## src/spf_defines.svh

```systemverilog
// register map, field positions, reset values and timing for the self-programming control
//
// Notes on behaviour
// - page-write bit clears itself on completion or after four idle cycles.
// - core is stalled for a whole erase or write aimed at the no-RWW section.
// - erase bit plus enable makes the next store within four cycles erase a page.
// - page-erase bit clears itself on completion or after four idle cycles.
// - the enable bit allows a store only in the four cycles after arming.
// - enable alone makes the next store load the data pair into the page buffer.
// - buffer fill ignores pointer bit zero, so the pointer addresses words.
// - the enable bit clears itself after a store or after four idle cycles.
// - during erase or write the enable bit stays high until the array finishes.
// - only five-bit patterns 10001, 01001, 00101, 00011, 00001 are accepted.
// - six lock bits, one when unprogrammed, zero when programmed, default one.
// - only chip erase or reset returns lock bits to one; nothing else can.
// - without a boot section, stores are allowed only when the fuse reads zero.
// - memory lock 11 free; 10 blocks external programming and locks the fuses.
// - memory lock 00 also blocks external verify and freezes boot lock bits.
// - application lock pair decodes write block and boot-side read block.
// - boot lock pair decodes write block and application-side read block.
// - application read block with vectors in boot hides interrupts in application.
// - boot read block with vectors in application hides interrupts in boot.
// - write bit plus enable makes the next store write the buffer to a page.
// - lock-set bit plus enable makes the next store program locks from data.
`ifndef SPF_DEFINES_SVH
`define SPF_DEFINES_SVH

`define SPF_CTRL_OFFS 12'h000
`define SPF_LOCK_OFFS 12'h004
`define SPF_STAT_OFFS 12'h008

`define SPF_CTRL_RST 5'h00
`define SPF_LOCK_RST 6'h3F

`define SPF_PAT_RRE 5'h11
`define SPF_PAT_LKS 5'h09
`define SPF_PAT_WRT 5'h05
`define SPF_PAT_ERS 5'h03
`define SPF_PAT_FILL 5'h01

`define SPF_SPE_BIT 0
`define SPF_MEM_LO 0
`define SPF_MEM_HI 1
`define SPF_APP_LO 2
`define SPF_APP_HI 3
`define SPF_BOOT_LO 4
`define SPF_BOOT_HI 5

`define SPF_WINDOW_CYCLES 3'h4

`endif

```

## src/spf_pkg.sv

```systemverilog
// types shared by the self-programming control
`default_nettype none
package spf_pkg;
    typedef enum logic [1:0] {SPF_IDLE, SPF_ARMED, SPF_BUSY} spf_state_t;
    typedef logic [15:0] spf_word_t;
    typedef logic [31:0] spf_bus_t;
endpackage
`default_nettype wire

```

## src/spf_ctrl.sv

```systemverilog
// self-programming command sequencer with lock-bit protection and apb registers
`default_nettype none
`include "spf_defines.svh"

module spf_ctrl #(
    parameter int PAGE_WORD_BITS = 6,
    parameter int PAGE_BITS = 8,
    parameter logic [7:0] NO_READ_WHILE_WRITE_SECTION_FIRST_PAGE = 8'hE0,
    parameter bit HAS_BOOT_SECT = 1'b1
) (
    // clock and reset
    input wire logic sys_clk,
    input wire logic nrst,
    // apb slave
    input wire logic psel,
    input wire logic penable,
    input wire logic pwrite,
    input wire logic [11:0] paddr,
    input wire spf_pkg::spf_bus_t pwdata,
    output var spf_pkg::spf_bus_t prdata,
    output var logic pready,
    output var logic pslverr,
    // core side
    input wire logic spm_strobe,
    input wire spf_pkg::spf_word_t spm_zptr,
    input wire spf_pkg::spf_word_t spm_data,
    input wire spf_pkg::spf_word_t lpm_zptr,
    input wire logic exec_in_boot,
    input wire logic vec_in_boot,
    output var logic cpu_stall,
    output var logic lpm_allowed,
    output var logic irq_suppress,
    // configuration
    input wire logic self_prog_fuse,
    input wire logic [PAGE_BITS-1:0] boot_first_page,
    input wire logic chip_erase,
    // flash array
    input wire logic fl_done,
    output var logic fl_buf_we,
    output var logic [PAGE_WORD_BITS-1:0] fl_buf_word,
    output var spf_pkg::spf_word_t fl_buf_data,
    output var logic fl_erase,
    output var logic fl_write,
    output var logic [PAGE_BITS-1:0] fl_page,
    // external programming protection
    output var logic ext_prog_block,
    output var logic ext_verify_block,
    output var logic fuse_lock,
    output var logic boot_lock_frozen
);
    import spf_pkg::*;

    // ------------------------------------------------------------
    // helpers
    // ------------------------------------------------------------

    // accepted command patterns of the low control bits
    function automatic logic pat_valid(input logic [4:0] p);
        return (p == `SPF_PAT_RRE) || (p == `SPF_PAT_LKS) ||
               (p == `SPF_PAT_WRT) || (p == `SPF_PAT_ERS) ||
               (p == `SPF_PAT_FILL);
    endfunction

    // page belongs to the boot section
    function automatic logic in_boot(input logic [PAGE_BITS-1:0] pg,
                                     input logic [PAGE_BITS-1:0] first);
        return HAS_BOOT_SECT && (pg >= first);
    endfunction

    // ------------------------------------------------------------
    // state
    // ------------------------------------------------------------
    spf_state_t st_q, st_d;
    logic [4:0] ctrl_q, ctrl_d;
    logic [2:0] win_q, win_d;
    logic rwwb_q, rwwb_d;
    logic [5:0] lock_q, lock_d;
    logic stall_q, stall_d;
    logic we_d, ers_d, wrt_d;
    spf_bus_t rdata_q;
    logic ready_q, err_q;
    logic [PAGE_WORD_BITS-1:0] word_q;
    spf_word_t data_q;
    logic [PAGE_BITS-1:0] page_q;
    logic we_q, ers_q, wrt_q;
    logic lpm_ok_q, irq_sup_q;
    logic prog_blk_q, ver_blk_q, fuse_lk_q, blb_lk_q;

    // ------------------------------------------------------------
    // apb decode
    // ------------------------------------------------------------

    // access phase completes with our ready
    wire apb_acc = psel && penable && ready_q;
    wire apb_setup = psel && !penable;
    wire hit_ctrl = (paddr == `SPF_CTRL_OFFS);
    wire hit_lock = (paddr == `SPF_LOCK_OFFS);
    wire hit_stat = (paddr == `SPF_STAT_OFFS);
    wire hit_any = hit_ctrl || hit_lock || hit_stat;
    wire ctrl_wr = apb_acc && pwrite && hit_ctrl;
    wire [4:0] wpat = pwdata[4:0];
    wire arm_ok = ctrl_wr && pat_valid(wpat) && (st_q != SPF_BUSY);

    // read selection
    wire [31:0] rd_ctrl = {24'h000000, 1'b0, rwwb_q, 1'b0, ctrl_q};
    wire [31:0] rd_lock = {24'h000000, 2'b11, lock_q};
    wire [31:0] rd_stat = {28'h0000000, blb_lk_q, fuse_lk_q, stall_q, st_q == SPF_BUSY};
    wire [31:0] rd_mux = hit_ctrl ? rd_ctrl : hit_lock ? rd_lock :
                         hit_stat ? rd_stat : 32'h00000000;

    // ------------------------------------------------------------
    // pointer and lock decode
    // ------------------------------------------------------------

    // pointer bit zero is dropped for word addressing
    wire [PAGE_WORD_BITS-1:0] zword = spm_zptr[PAGE_WORD_BITS:1];
    wire [PAGE_BITS-1:0] zpage = spm_zptr[PAGE_WORD_BITS+PAGE_BITS:PAGE_WORD_BITS+1];
    wire [PAGE_BITS-1:0] lpage = lpm_zptr[PAGE_WORD_BITS+PAGE_BITS:PAGE_WORD_BITS+1];
    wire tgt_boot = in_boot(zpage, boot_first_page);
    wire lpm_boot = in_boot(lpage, boot_first_page);

    // write block when low bit programmed, read block when high bit programmed
    wire app_wr_blk = !lock_q[`SPF_APP_LO];
    wire app_rd_blk = !lock_q[`SPF_APP_HI];
    wire boot_wr_blk = !lock_q[`SPF_BOOT_LO];
    wire boot_rd_blk = !lock_q[`SPF_BOOT_HI];
    wire tgt_blk = tgt_boot ? boot_wr_blk : app_wr_blk;

    // small variant: the fuse alone gates every store
    wire spm_off = !HAS_BOOT_SECT && self_prog_fuse;
    wire spm_hit = spm_strobe && (st_q == SPF_ARMED) && !spm_off;
    wire tgt_no_read_while_write_section = zpage >= NO_READ_WHILE_WRITE_SECTION_FIRST_PAGE;

    // memory lock pair decode
    wire [1:0] mem_lk = {lock_q[`SPF_MEM_HI], lock_q[`SPF_MEM_LO]};
    wire prog_blk_d = mem_lk != 2'b11;
    wire ver_blk_d = mem_lk == 2'b00;

    // protected reads and interrupt hiding
    wire lpm_ok_d = !(exec_in_boot && !lpm_boot && app_rd_blk) &&
                    !(!exec_in_boot && lpm_boot && boot_rd_blk);
    wire irq_sup_d = (app_rd_blk && vec_in_boot && !exec_in_boot) ||
                     (boot_rd_blk && !vec_in_boot && exec_in_boot);

    // ------------------------------------------------------------
    // command sequencer
    // ------------------------------------------------------------

    // next state of command bits, window, busy flags and locks
    always_comb
    begin
        st_d = st_q;
        ctrl_d = ctrl_q;
        win_d = win_q;
        rwwb_d = rwwb_q;
        lock_d = lock_q;
        stall_d = stall_q;
        we_d = 1'b0;
        ers_d = 1'b0;
        wrt_d = 1'b0;
        case (st_q)
            SPF_IDLE:
            begin
                if (arm_ok)
                begin
                    ctrl_d = wpat;
                    win_d = `SPF_WINDOW_CYCLES;
                    st_d = SPF_ARMED;
                end
            end
            SPF_ARMED:
            begin
                if (spm_hit)
                begin
                    ctrl_d = `SPF_CTRL_RST;
                    st_d = SPF_IDLE;
                    case (ctrl_q)
                        `SPF_PAT_FILL:
                        begin
                            we_d = 1'b1;
                            rwwb_d = 1'b0;
                        end
                        `SPF_PAT_ERS, `SPF_PAT_WRT:
                        begin
                            // blocked target: disarm with no array action
                            if (!tgt_blk)
                            begin
                                ctrl_d = ctrl_q;
                                ers_d = ctrl_q == `SPF_PAT_ERS;
                                wrt_d = ctrl_q == `SPF_PAT_WRT;
                                stall_d = tgt_no_read_while_write_section;
                                rwwb_d = rwwb_q || !tgt_no_read_while_write_section;
                                st_d = SPF_BUSY;
                            end
                        end
                        `SPF_PAT_LKS:
                        begin
                            // bits can only move toward programmed
                            lock_d = lock_q & spm_data[5:0];
                        end
                        `SPF_PAT_RRE:
                        begin
                            rwwb_d = 1'b0;
                        end
                        default:
                        begin
                            ctrl_d = `SPF_CTRL_RST;
                        end
                    endcase
                end
                else if (win_q <= 3'h1)
                begin
                    ctrl_d = `SPF_CTRL_RST;
                    win_d = 3'h0;
                    st_d = SPF_IDLE;
                end
                else
                begin
                    win_d = win_q - 3'h1;
                end
            end
            SPF_BUSY:
            begin
                if (fl_done)
                begin
                    ctrl_d = `SPF_CTRL_RST;
                    stall_d = 1'b0;
                    win_d = 3'h0;
                    st_d = SPF_IDLE;
                end
            end
            default:
            begin
                st_d = SPF_IDLE;
                ctrl_d = `SPF_CTRL_RST;
            end
        endcase
        if (chip_erase)
        begin
            lock_d = `SPF_LOCK_RST;
        end
    end

    // ------------------------------------------------------------
    // registers
    // ------------------------------------------------------------

    // sequencer state
    always_ff @(posedge sys_clk)
    begin
        if (!nrst)
        begin
            st_q <= SPF_IDLE;
            ctrl_q <= `SPF_CTRL_RST;
            win_q <= 3'h0;
            rwwb_q <= 1'b0;
            lock_q <= `SPF_LOCK_RST;
            stall_q <= 1'b0;
        end
        else
        begin
            st_q <= st_d;
            ctrl_q <= ctrl_d;
            win_q <= win_d;
            rwwb_q <= rwwb_d;
            lock_q <= lock_d;
            stall_q <= stall_d;
        end
    end

    // flash strobes and their operands
    always_ff @(posedge sys_clk)
    begin
        if (!nrst)
        begin
            we_q <= 1'b0;
            ers_q <= 1'b0;
            wrt_q <= 1'b0;
            word_q <= '0;
            data_q <= 16'h0000;
            page_q <= '0;
        end
        else
        begin
            we_q <= we_d;
            ers_q <= ers_d;
            wrt_q <= wrt_d;
            word_q <= zword;
            data_q <= spm_data;
            page_q <= zpage;
        end
    end

    // protection outputs
    always_ff @(posedge sys_clk)
    begin
        if (!nrst)
        begin
            lpm_ok_q <= 1'b1;
            irq_sup_q <= 1'b0;
            prog_blk_q <= 1'b0;
            ver_blk_q <= 1'b0;
            fuse_lk_q <= 1'b0;
            blb_lk_q <= 1'b0;
        end
        else
        begin
            lpm_ok_q <= lpm_ok_d;
            irq_sup_q <= irq_sup_d;
            prog_blk_q <= prog_blk_d;
            ver_blk_q <= ver_blk_d;
            fuse_lk_q <= prog_blk_d;
            blb_lk_q <= ver_blk_d;
        end
    end

    // apb answer: ready one cycle after setup, error on unmapped
    always_ff @(posedge sys_clk)
    begin
        if (!nrst)
        begin
            ready_q <= 1'b0;
            err_q <= 1'b0;
            rdata_q <= 32'h00000000;
        end
        else
        begin
            ready_q <= apb_setup;
            err_q <= apb_setup && !hit_any;
            rdata_q <= apb_setup ? rd_mux : 32'h00000000;
        end
    end

    // ------------------------------------------------------------
    // outputs
    // ------------------------------------------------------------
    assign prdata = rdata_q;
    assign pready = ready_q;
    assign pslverr = err_q;
    assign cpu_stall = stall_q;
    assign lpm_allowed = lpm_ok_q;
    assign irq_suppress = irq_sup_q;
    assign fl_buf_we = we_q;
    assign fl_buf_word = word_q;
    assign fl_buf_data = data_q;
    assign fl_erase = ers_q;
    assign fl_write = wrt_q;
    assign fl_page = page_q;
    assign ext_prog_block = prog_blk_q;
    assign ext_verify_block = ver_blk_q;
    assign fuse_lock = fuse_lk_q;
    assign boot_lock_frozen = blb_lk_q;
endmodule
`default_nettype wire

```

## config.mk

```make
export PLATFORM = sky130hd
export DESIGN_NAME = spf_ctrl
export DESIGN_NICKNAME = d
export VERILOG_FILES = /design/src/spf_pkg.sv /design/src/spf_ctrl.sv
export VERILOG_INCLUDE_DIRS = /design/src
export SDC_FILE = /design/constraint.sdc
export NUM_CORES = 1
export LEC_CHECK = 0
export ABC_AREA = 1
export BUFFER_PORTS_ARGS = -buffer_cell sky130_fd_sc_hd__buf_4
export CORE_UTILIZATION = 44
export CTS_CLUSTER_DIAMETER = 120
export DETAILED_ROUTE_END_ITERATION = 16
export PLACE_DENSITY = 0.87
export SETUP_SLACK_MARGIN = 0.5
export SYNTH_ARGS = -nofsm -noshare
export SYNTH_HDL_FRONTEND = slang
export SYNTH_SLANG_ARGS = --single-unit
export TNS_END_PERCENT = 1
```

## constraint.sdc

```tcl
create_clock -name sys_clk -period 2 [get_ports sys_clk]
set_input_delay 0.4 -clock sys_clk [delete_from_list [all_inputs] [get_ports sys_clk]]
set_output_delay 0.4 -clock sys_clk [all_outputs]
set_load 0.1 [all_outputs]
```

* Word level (Yosys, flattened, before mapping)
Index checks and enable logic that the tools add are counted.
** Operators by class
- Equality and inequality tests :: 25
- Add/subtract/negate cells :: 1
- $lt $le $gt $ge :: 4
- Bitwise gates (word level) :: 6
- Reduce and logical (&&, ||, !) cells :: 58
- Multiplexer cells :: 31
** Operators with widths (count)
- 2-to-1 mux 5 bit :: 6
- logical AND 1 bit :: 18
- >= comparator 8 bit :: 2
- inequality test 2 bit, second input constant :: 8
- case mux 5 bit (3 select lines) :: 1
- == test 12 x 3 -> 1 bit, second input constant :: 1
- == test 12 x 4 -> 1 bit, second input constant :: 1
- zero test 1 bit :: 12
- zero test 12 bit :: 1
- 2-to-1 mux 2 bit :: 6
- 2-to-1 mux 3 bit :: 4
- AND reduction 4 bit :: 3
- == test 5 x 1 -> 1 bit, second input constant :: 2
- == test 5 x 2 -> 1 bit, second input constant :: 2
- == test 5 x 3 -> 1 bit, second input constant :: 2
- == test 5 x 4 -> 1 bit, second input constant :: 2
- == test 5 bit, second input constant :: 2
- case mux 3 bit (3 select lines) :: 1
- AND reduction 3 bit :: 3
- >= comparator 8 bit, second input constant :: 1
- logical OR 1 bit :: 8
- 2-to-1 mux 8 bit :: 1
- 2-to-1 mux 1 bit :: 7
- 2-to-1 mux 7 bit :: 1
- 21 further kinds :: 30
** Word-level totals
- Word-level logic and storage cells :: 146
- Bits of input ports :: 111
- Register bits after elaboration :: 89
- Output and inout port bits :: 74

* Logic depth before layout (Yosys ltp)
- Depth after elaboration :: 9
- Depth in mapped cells :: 15

* Worst setup path before layout
No wires, ideal clock.
- Path type :: register to register
- Start point :: register ready_q (netlist: pready)
- End point :: register ctrl_q[0]
- Period minus slack after synthesis :: 1968 ps
- Setup time :: 115 ps
- Data arrival time :: 1853 ps
- Required time :: 1885 ps
- Stages on the path, launching flop included :: 13
- Setup slack :: 32 ps
- Path buffers :: 1
- Path through :: dfxtp_1 nand2_1 nor2_1 nand3b_1 nor2_1 nand2_1 nand2_1 nand2_2 nor2_4 buf_6 nand3_1 nand2_1 nor2_1
** On the way
- Cells in the longest elaborated chain, start to end :: 7
** Ends and longest elaborated chain
- from (decl) :: line spf_ctrl.sv:81 : logic ready_q, err_q;
- from (signal assigned) :: line spf_ctrl.sv:328 : ready_q <= apb_setup;
- logical AND 1 bit :: line spf_ctrl.sv:94 : wire apb_acc = psel && penable && ready_q;
- logical AND 1 bit (2 in a row) :: line spf_ctrl.sv:100 : wire ctrl_wr = apb_acc && pwrite && hit_ctrl;
- logical AND 1 bit (2 in a row) :: line spf_ctrl.sv:102 : wire arm_ok = ctrl_wr && pat_valid(wpat) && (st_q != SPF_BUSY);
- inequality test 2 bit (no line)
- AND reduction 4 bit (no line)
- to (signal assigned) :: line spf_ctrl.sv:254 : ctrl_q <= `SPF_CTRL_RST;
- to (signal assigned) :: line spf_ctrl.sv:263 : ctrl_q <= ctrl_d;
- to (decl) :: line spf_ctrl.sv:74 : logic [4:0] ctrl_q, ctrl_d;
Every way passes these cells.
A chain may end at the register's enable or synchronous reset.

* Final worst setup path
- Start point :: register st_q[0]
- End point :: register ctrl_q[3]
** On the way
- Cells in the longest elaborated chain, start to end :: 4
- Elaborated cells between the ends (all ways) :: 13
- Classes of those cells :: eq/ne: 7; mux: 2; reduce/logical: 4
** Ends and longest elaborated chain
- from (decl) :: line spf_ctrl.sv:73 : spf_state_t st_q, st_d;
- from (signal assigned) :: line spf_ctrl.sv:262 : st_q <= st_d;
- == test 2 x 1 -> 1 bit or inequality test 2 bit (tied branches) :: line spf_ctrl.sv:131, spf_ctrl.sv:161, spf_ctrl.sv:102
- logical AND 1 bit (on tied branches) :: line spf_ctrl.sv:131, spf_ctrl.sv:102
- inequality test 4 bit (no line) (tied with other cells)
- AND reduction 4 bit (no line) or case mux 5 bit (3 select lines) (tied branches)
Several ways; a longest one is shown, not always the timed one.

==> metrics.cfg <==
[outcome]
run_status=complete, no violations

[floorplan]
die_w_um=86.75
core_area_um2=6869
die_h_um=86.75
floorplan.die_area_um2=7526
initial_utilization_pct=46.01
rows=30
ioPinCount=185

[clock_network]
cts.path.max_buffers=2
cts_buffers=9
cts_max_level=3
postCtsHoldBufs=0
clock-root-buffer=clkbuf_8
clk_latency_ps=340
clock_sinks=65
clk_pin_slew_worst_paths_ps=80
cts_tree=yes

[logic_synthesis]
synth_cell_types=32
ys_seq_elements=65
ys_top_cells_by_count=93 x nand2_1, 78 x inv_1, 65 x dfxtp_1
netlist_area_um2=3161
synth_warnings=0
seq_area_frac_synth_pct=41.17
postSynthCellCount=421
synth_top_cell_area_share_pct=41.17
async_reset_ff_share_pct=0
synth-simple-area-share_pct=25.18
synth.most_common_cell=nand2_1
yosys.area.top_type=dfxtp_1
yosys-top-cells-area=dfxtp_1 41%, nand2_1 11%, inv_1 9.3%, ha_1 9.1%, buf_4 6.2%
synth_mux_area_share_pct=0
synth_top_family_by_area=simple AND/OR/NAND/NOR gates
synth_compound_area_share_pct=7.007
synth_adder_area_share_pct=9.105
avgSynthCellArea_um2=7.507
ys.flop_type=dfxtp_1
synthXorXnorAreaFrac_pct=0.2771
synth_edf_count=0

[pwr]
p_leak_nw=2.380
max-vdd-ir-drop_mv=0.5330
powerDensity_nw_per_um2=770.3

[detailed_routing]
vias=3067
wl_per_cell_um=12.02
first_pass_iters=5
viasPerCell=4.668
routed_wl_um=7897
drc=0
detail-route-antenna-nets=0
drt_iter0_markers=129

[placement]
pre_cts_ws_ps=-19.03
place_area_um2=4078
dpl.cell_count=634
dp_hpwl_um=5918
port_buffers=122
gp_congestion=0.8238

[worst_setup_path]
crit_slowest_cell=dfxtp_2
cp-start-kind=register
crit_path_cell_trace=inv_2 -> ha_4 -> inv_2 -> nand2_1 -> nand3b_1 -> nor2_1 -> nand2_1 -> nand2_2 -> nand2_4 -> nor2_4 -> nand3_1 -> nand2_1 -> nor2_1
max_stage_delay_ps=340
crit_path_frequent_cell=nand2_1
cpLargestDelayFamily=simple AND/OR/NAND/NOR gates
path_max_fanout=6
path_class=reg -> reg
required_ps=2230
critPathBufInv=2
worst_ep_arrival_time_ps=1890
cp-end-kind=register

[timing]
max_freq_mhz=605.5
setup_viol=0
rsz0062_at_grt=true
final_hold_viol_count=0
clock_skew_ps=8.118
min_period_over_period_pct=82.57
layout_min_cycle_time_ps=1651
maxSlewViolCount=0
fin_tns_setup_ps=0
final.setup.worst_slack_ps=348.5

[global_route]
grt_pass1_vias=3011
grt_max_degree=42
grt_pass1_wl_um=12450
antenna_found_initial=0
track_usage_pct=21.39
overflow=0

[layout]
final_cells=657
fin_util_pct=63.99
drive_gt1_share_pct=31.91
n_antenna_cell=0
fin_nets=690
postLayoutCellArea_um2=4395
areaGrowthSynthToFinish_pct=39.07
nFillCells=590

[min_path]
min-delay-path-class=in -> reg

[run]
cap_violations=0

==> per-layer routing <==
metal,part of all wire [%],vias to the layer above,track usage (%)
li1,-,1528,-
met1,38,1345,22.44
met2,51,174,39.61
met3,7.9,20,3.714
met4,2.6,0,13.18
met5,0,-,0
==> final timing paths <==
check | cells after the start | end | slack, ps | from
worst max-delay path | 13 | ctrl_q[3]$_SDFFE_PN0P_ | 350 | st_q[0]$_SDFFE_PN0P_
worst min-delay path | 3 | fl_buf_word[2]$_SDFF_PN0_ | 230 | spm_zptr[3]
worst max register to register | 13 | ctrl_q[3]$_SDFFE_PN0P_ | 350 | st_q[0]$_SDFFE_PN0P_
worst min register to register | 2 | prdata[5]$_SDFF_PP0_ | 460 | lock_q[5]$_SDFFE_PP1P_
==> worst register-to-register path: cells and delay by family, from the launching register on <==
family / cells / cell delay, ps
adders and majority gates: 1 / 150
and+or+nand+nor: 10 / 950
DFF: 1 / 340
buffers and inverters: 2 / 100
==> cells in the final DEF, fill, tap and decap left out, types with 2 or more instances in the layout <==
master / count
nand2_2: 3
dfxtp_2: 4
clkinvlp_4: 3
o21ai_0: 9
nor3_1: 6
nand3b_1: 3
nor2_1: 35
inv_2: 4
inv_1: 75
nor2_4: 2
dfxtp_1: 61
clkbuf_8: 9
ha_1: 22
nand4_1: 5
nor2_2: 4
nand3_1: 17
a21oi_2: 2
nand2_1: 91
conb_1: 24
o21ai_1: 7
nor3_4: 2
a21oi_1: 19
buf_4: 133
nand3_2: 5
==> repair_timing <==
action | CTS | global route
setup endpoints to repair | 19 | 20
buffers inserted | 3 | 3
gates resized for setup | 20 | 5
pin swaps | 7 | 6
gates cloned | 1 | 0
==> power breakdown <==
| part | internal (mW) | total, mW | switching [mW] |
|---|---|---|---|
| Clock | 0.578 | 1.10 | 0.524 |
| Sequential | 1.34 | 1.37 | 0.0260 |
| Combinational | 0.236 | 0.914 | 0.678 |
==> logic make-up after synthesis <==
group | after synthesis
flops | 65
buf+inv | 112
xor+xnor | 1
fa+ha+maj | 23
other cells | 1
simple gates | 177
compound gates | 42
==> stage by stage <==
stage               hold WS [ps]  power, mW
global route               236.5      3.519
detailed placement         451.0      2.285
CTS                        219.5      3.403
floorplan                  428.4      2.090
global placement           444.3      2.267
finish                     233.9      3.386
==> sequential cells by signal (all words and copies together) (netlist names) <==
| register | cells |
|---|---|
| lock_q | 6 |
| fl_buf_we | 1 |
| cpu_stall | 1 |
| boot_lock_frozen | 1 |
| fl_buf_data | 16 |
| pready | 1 |
| fuse_lock | 1 |
| prdata | 8 |
| rwwb_q | 1 |
| irq_suppress | 1 |
| fl_write | 1 |
| fl_erase | 1 |
| fl_buf_word | 6 |
| ctrl_q | 5 |
| st_q | 2 |
| lpm_allowed | 1 |
| fl_page | 8 |
| pslverr | 1 |
| win_q | 3 |
==> final cells by class <==
class | count | area [µm²] | area share [%]
repair buffers | 133 | 998.5 | 22.72
multi-input cells | 268 | 1480 | 33.67
inverters | 79 | 296.5 | 6.746
flip-flops and latches | 65 | 1306 | 29.72
clock inverters | 6 | 66.31 | 1.509
well taps | 96 | 120.1 | 2.733
clock buffers | 10 | 127.6 | 2.903
(Power assumes the default switching activity.)
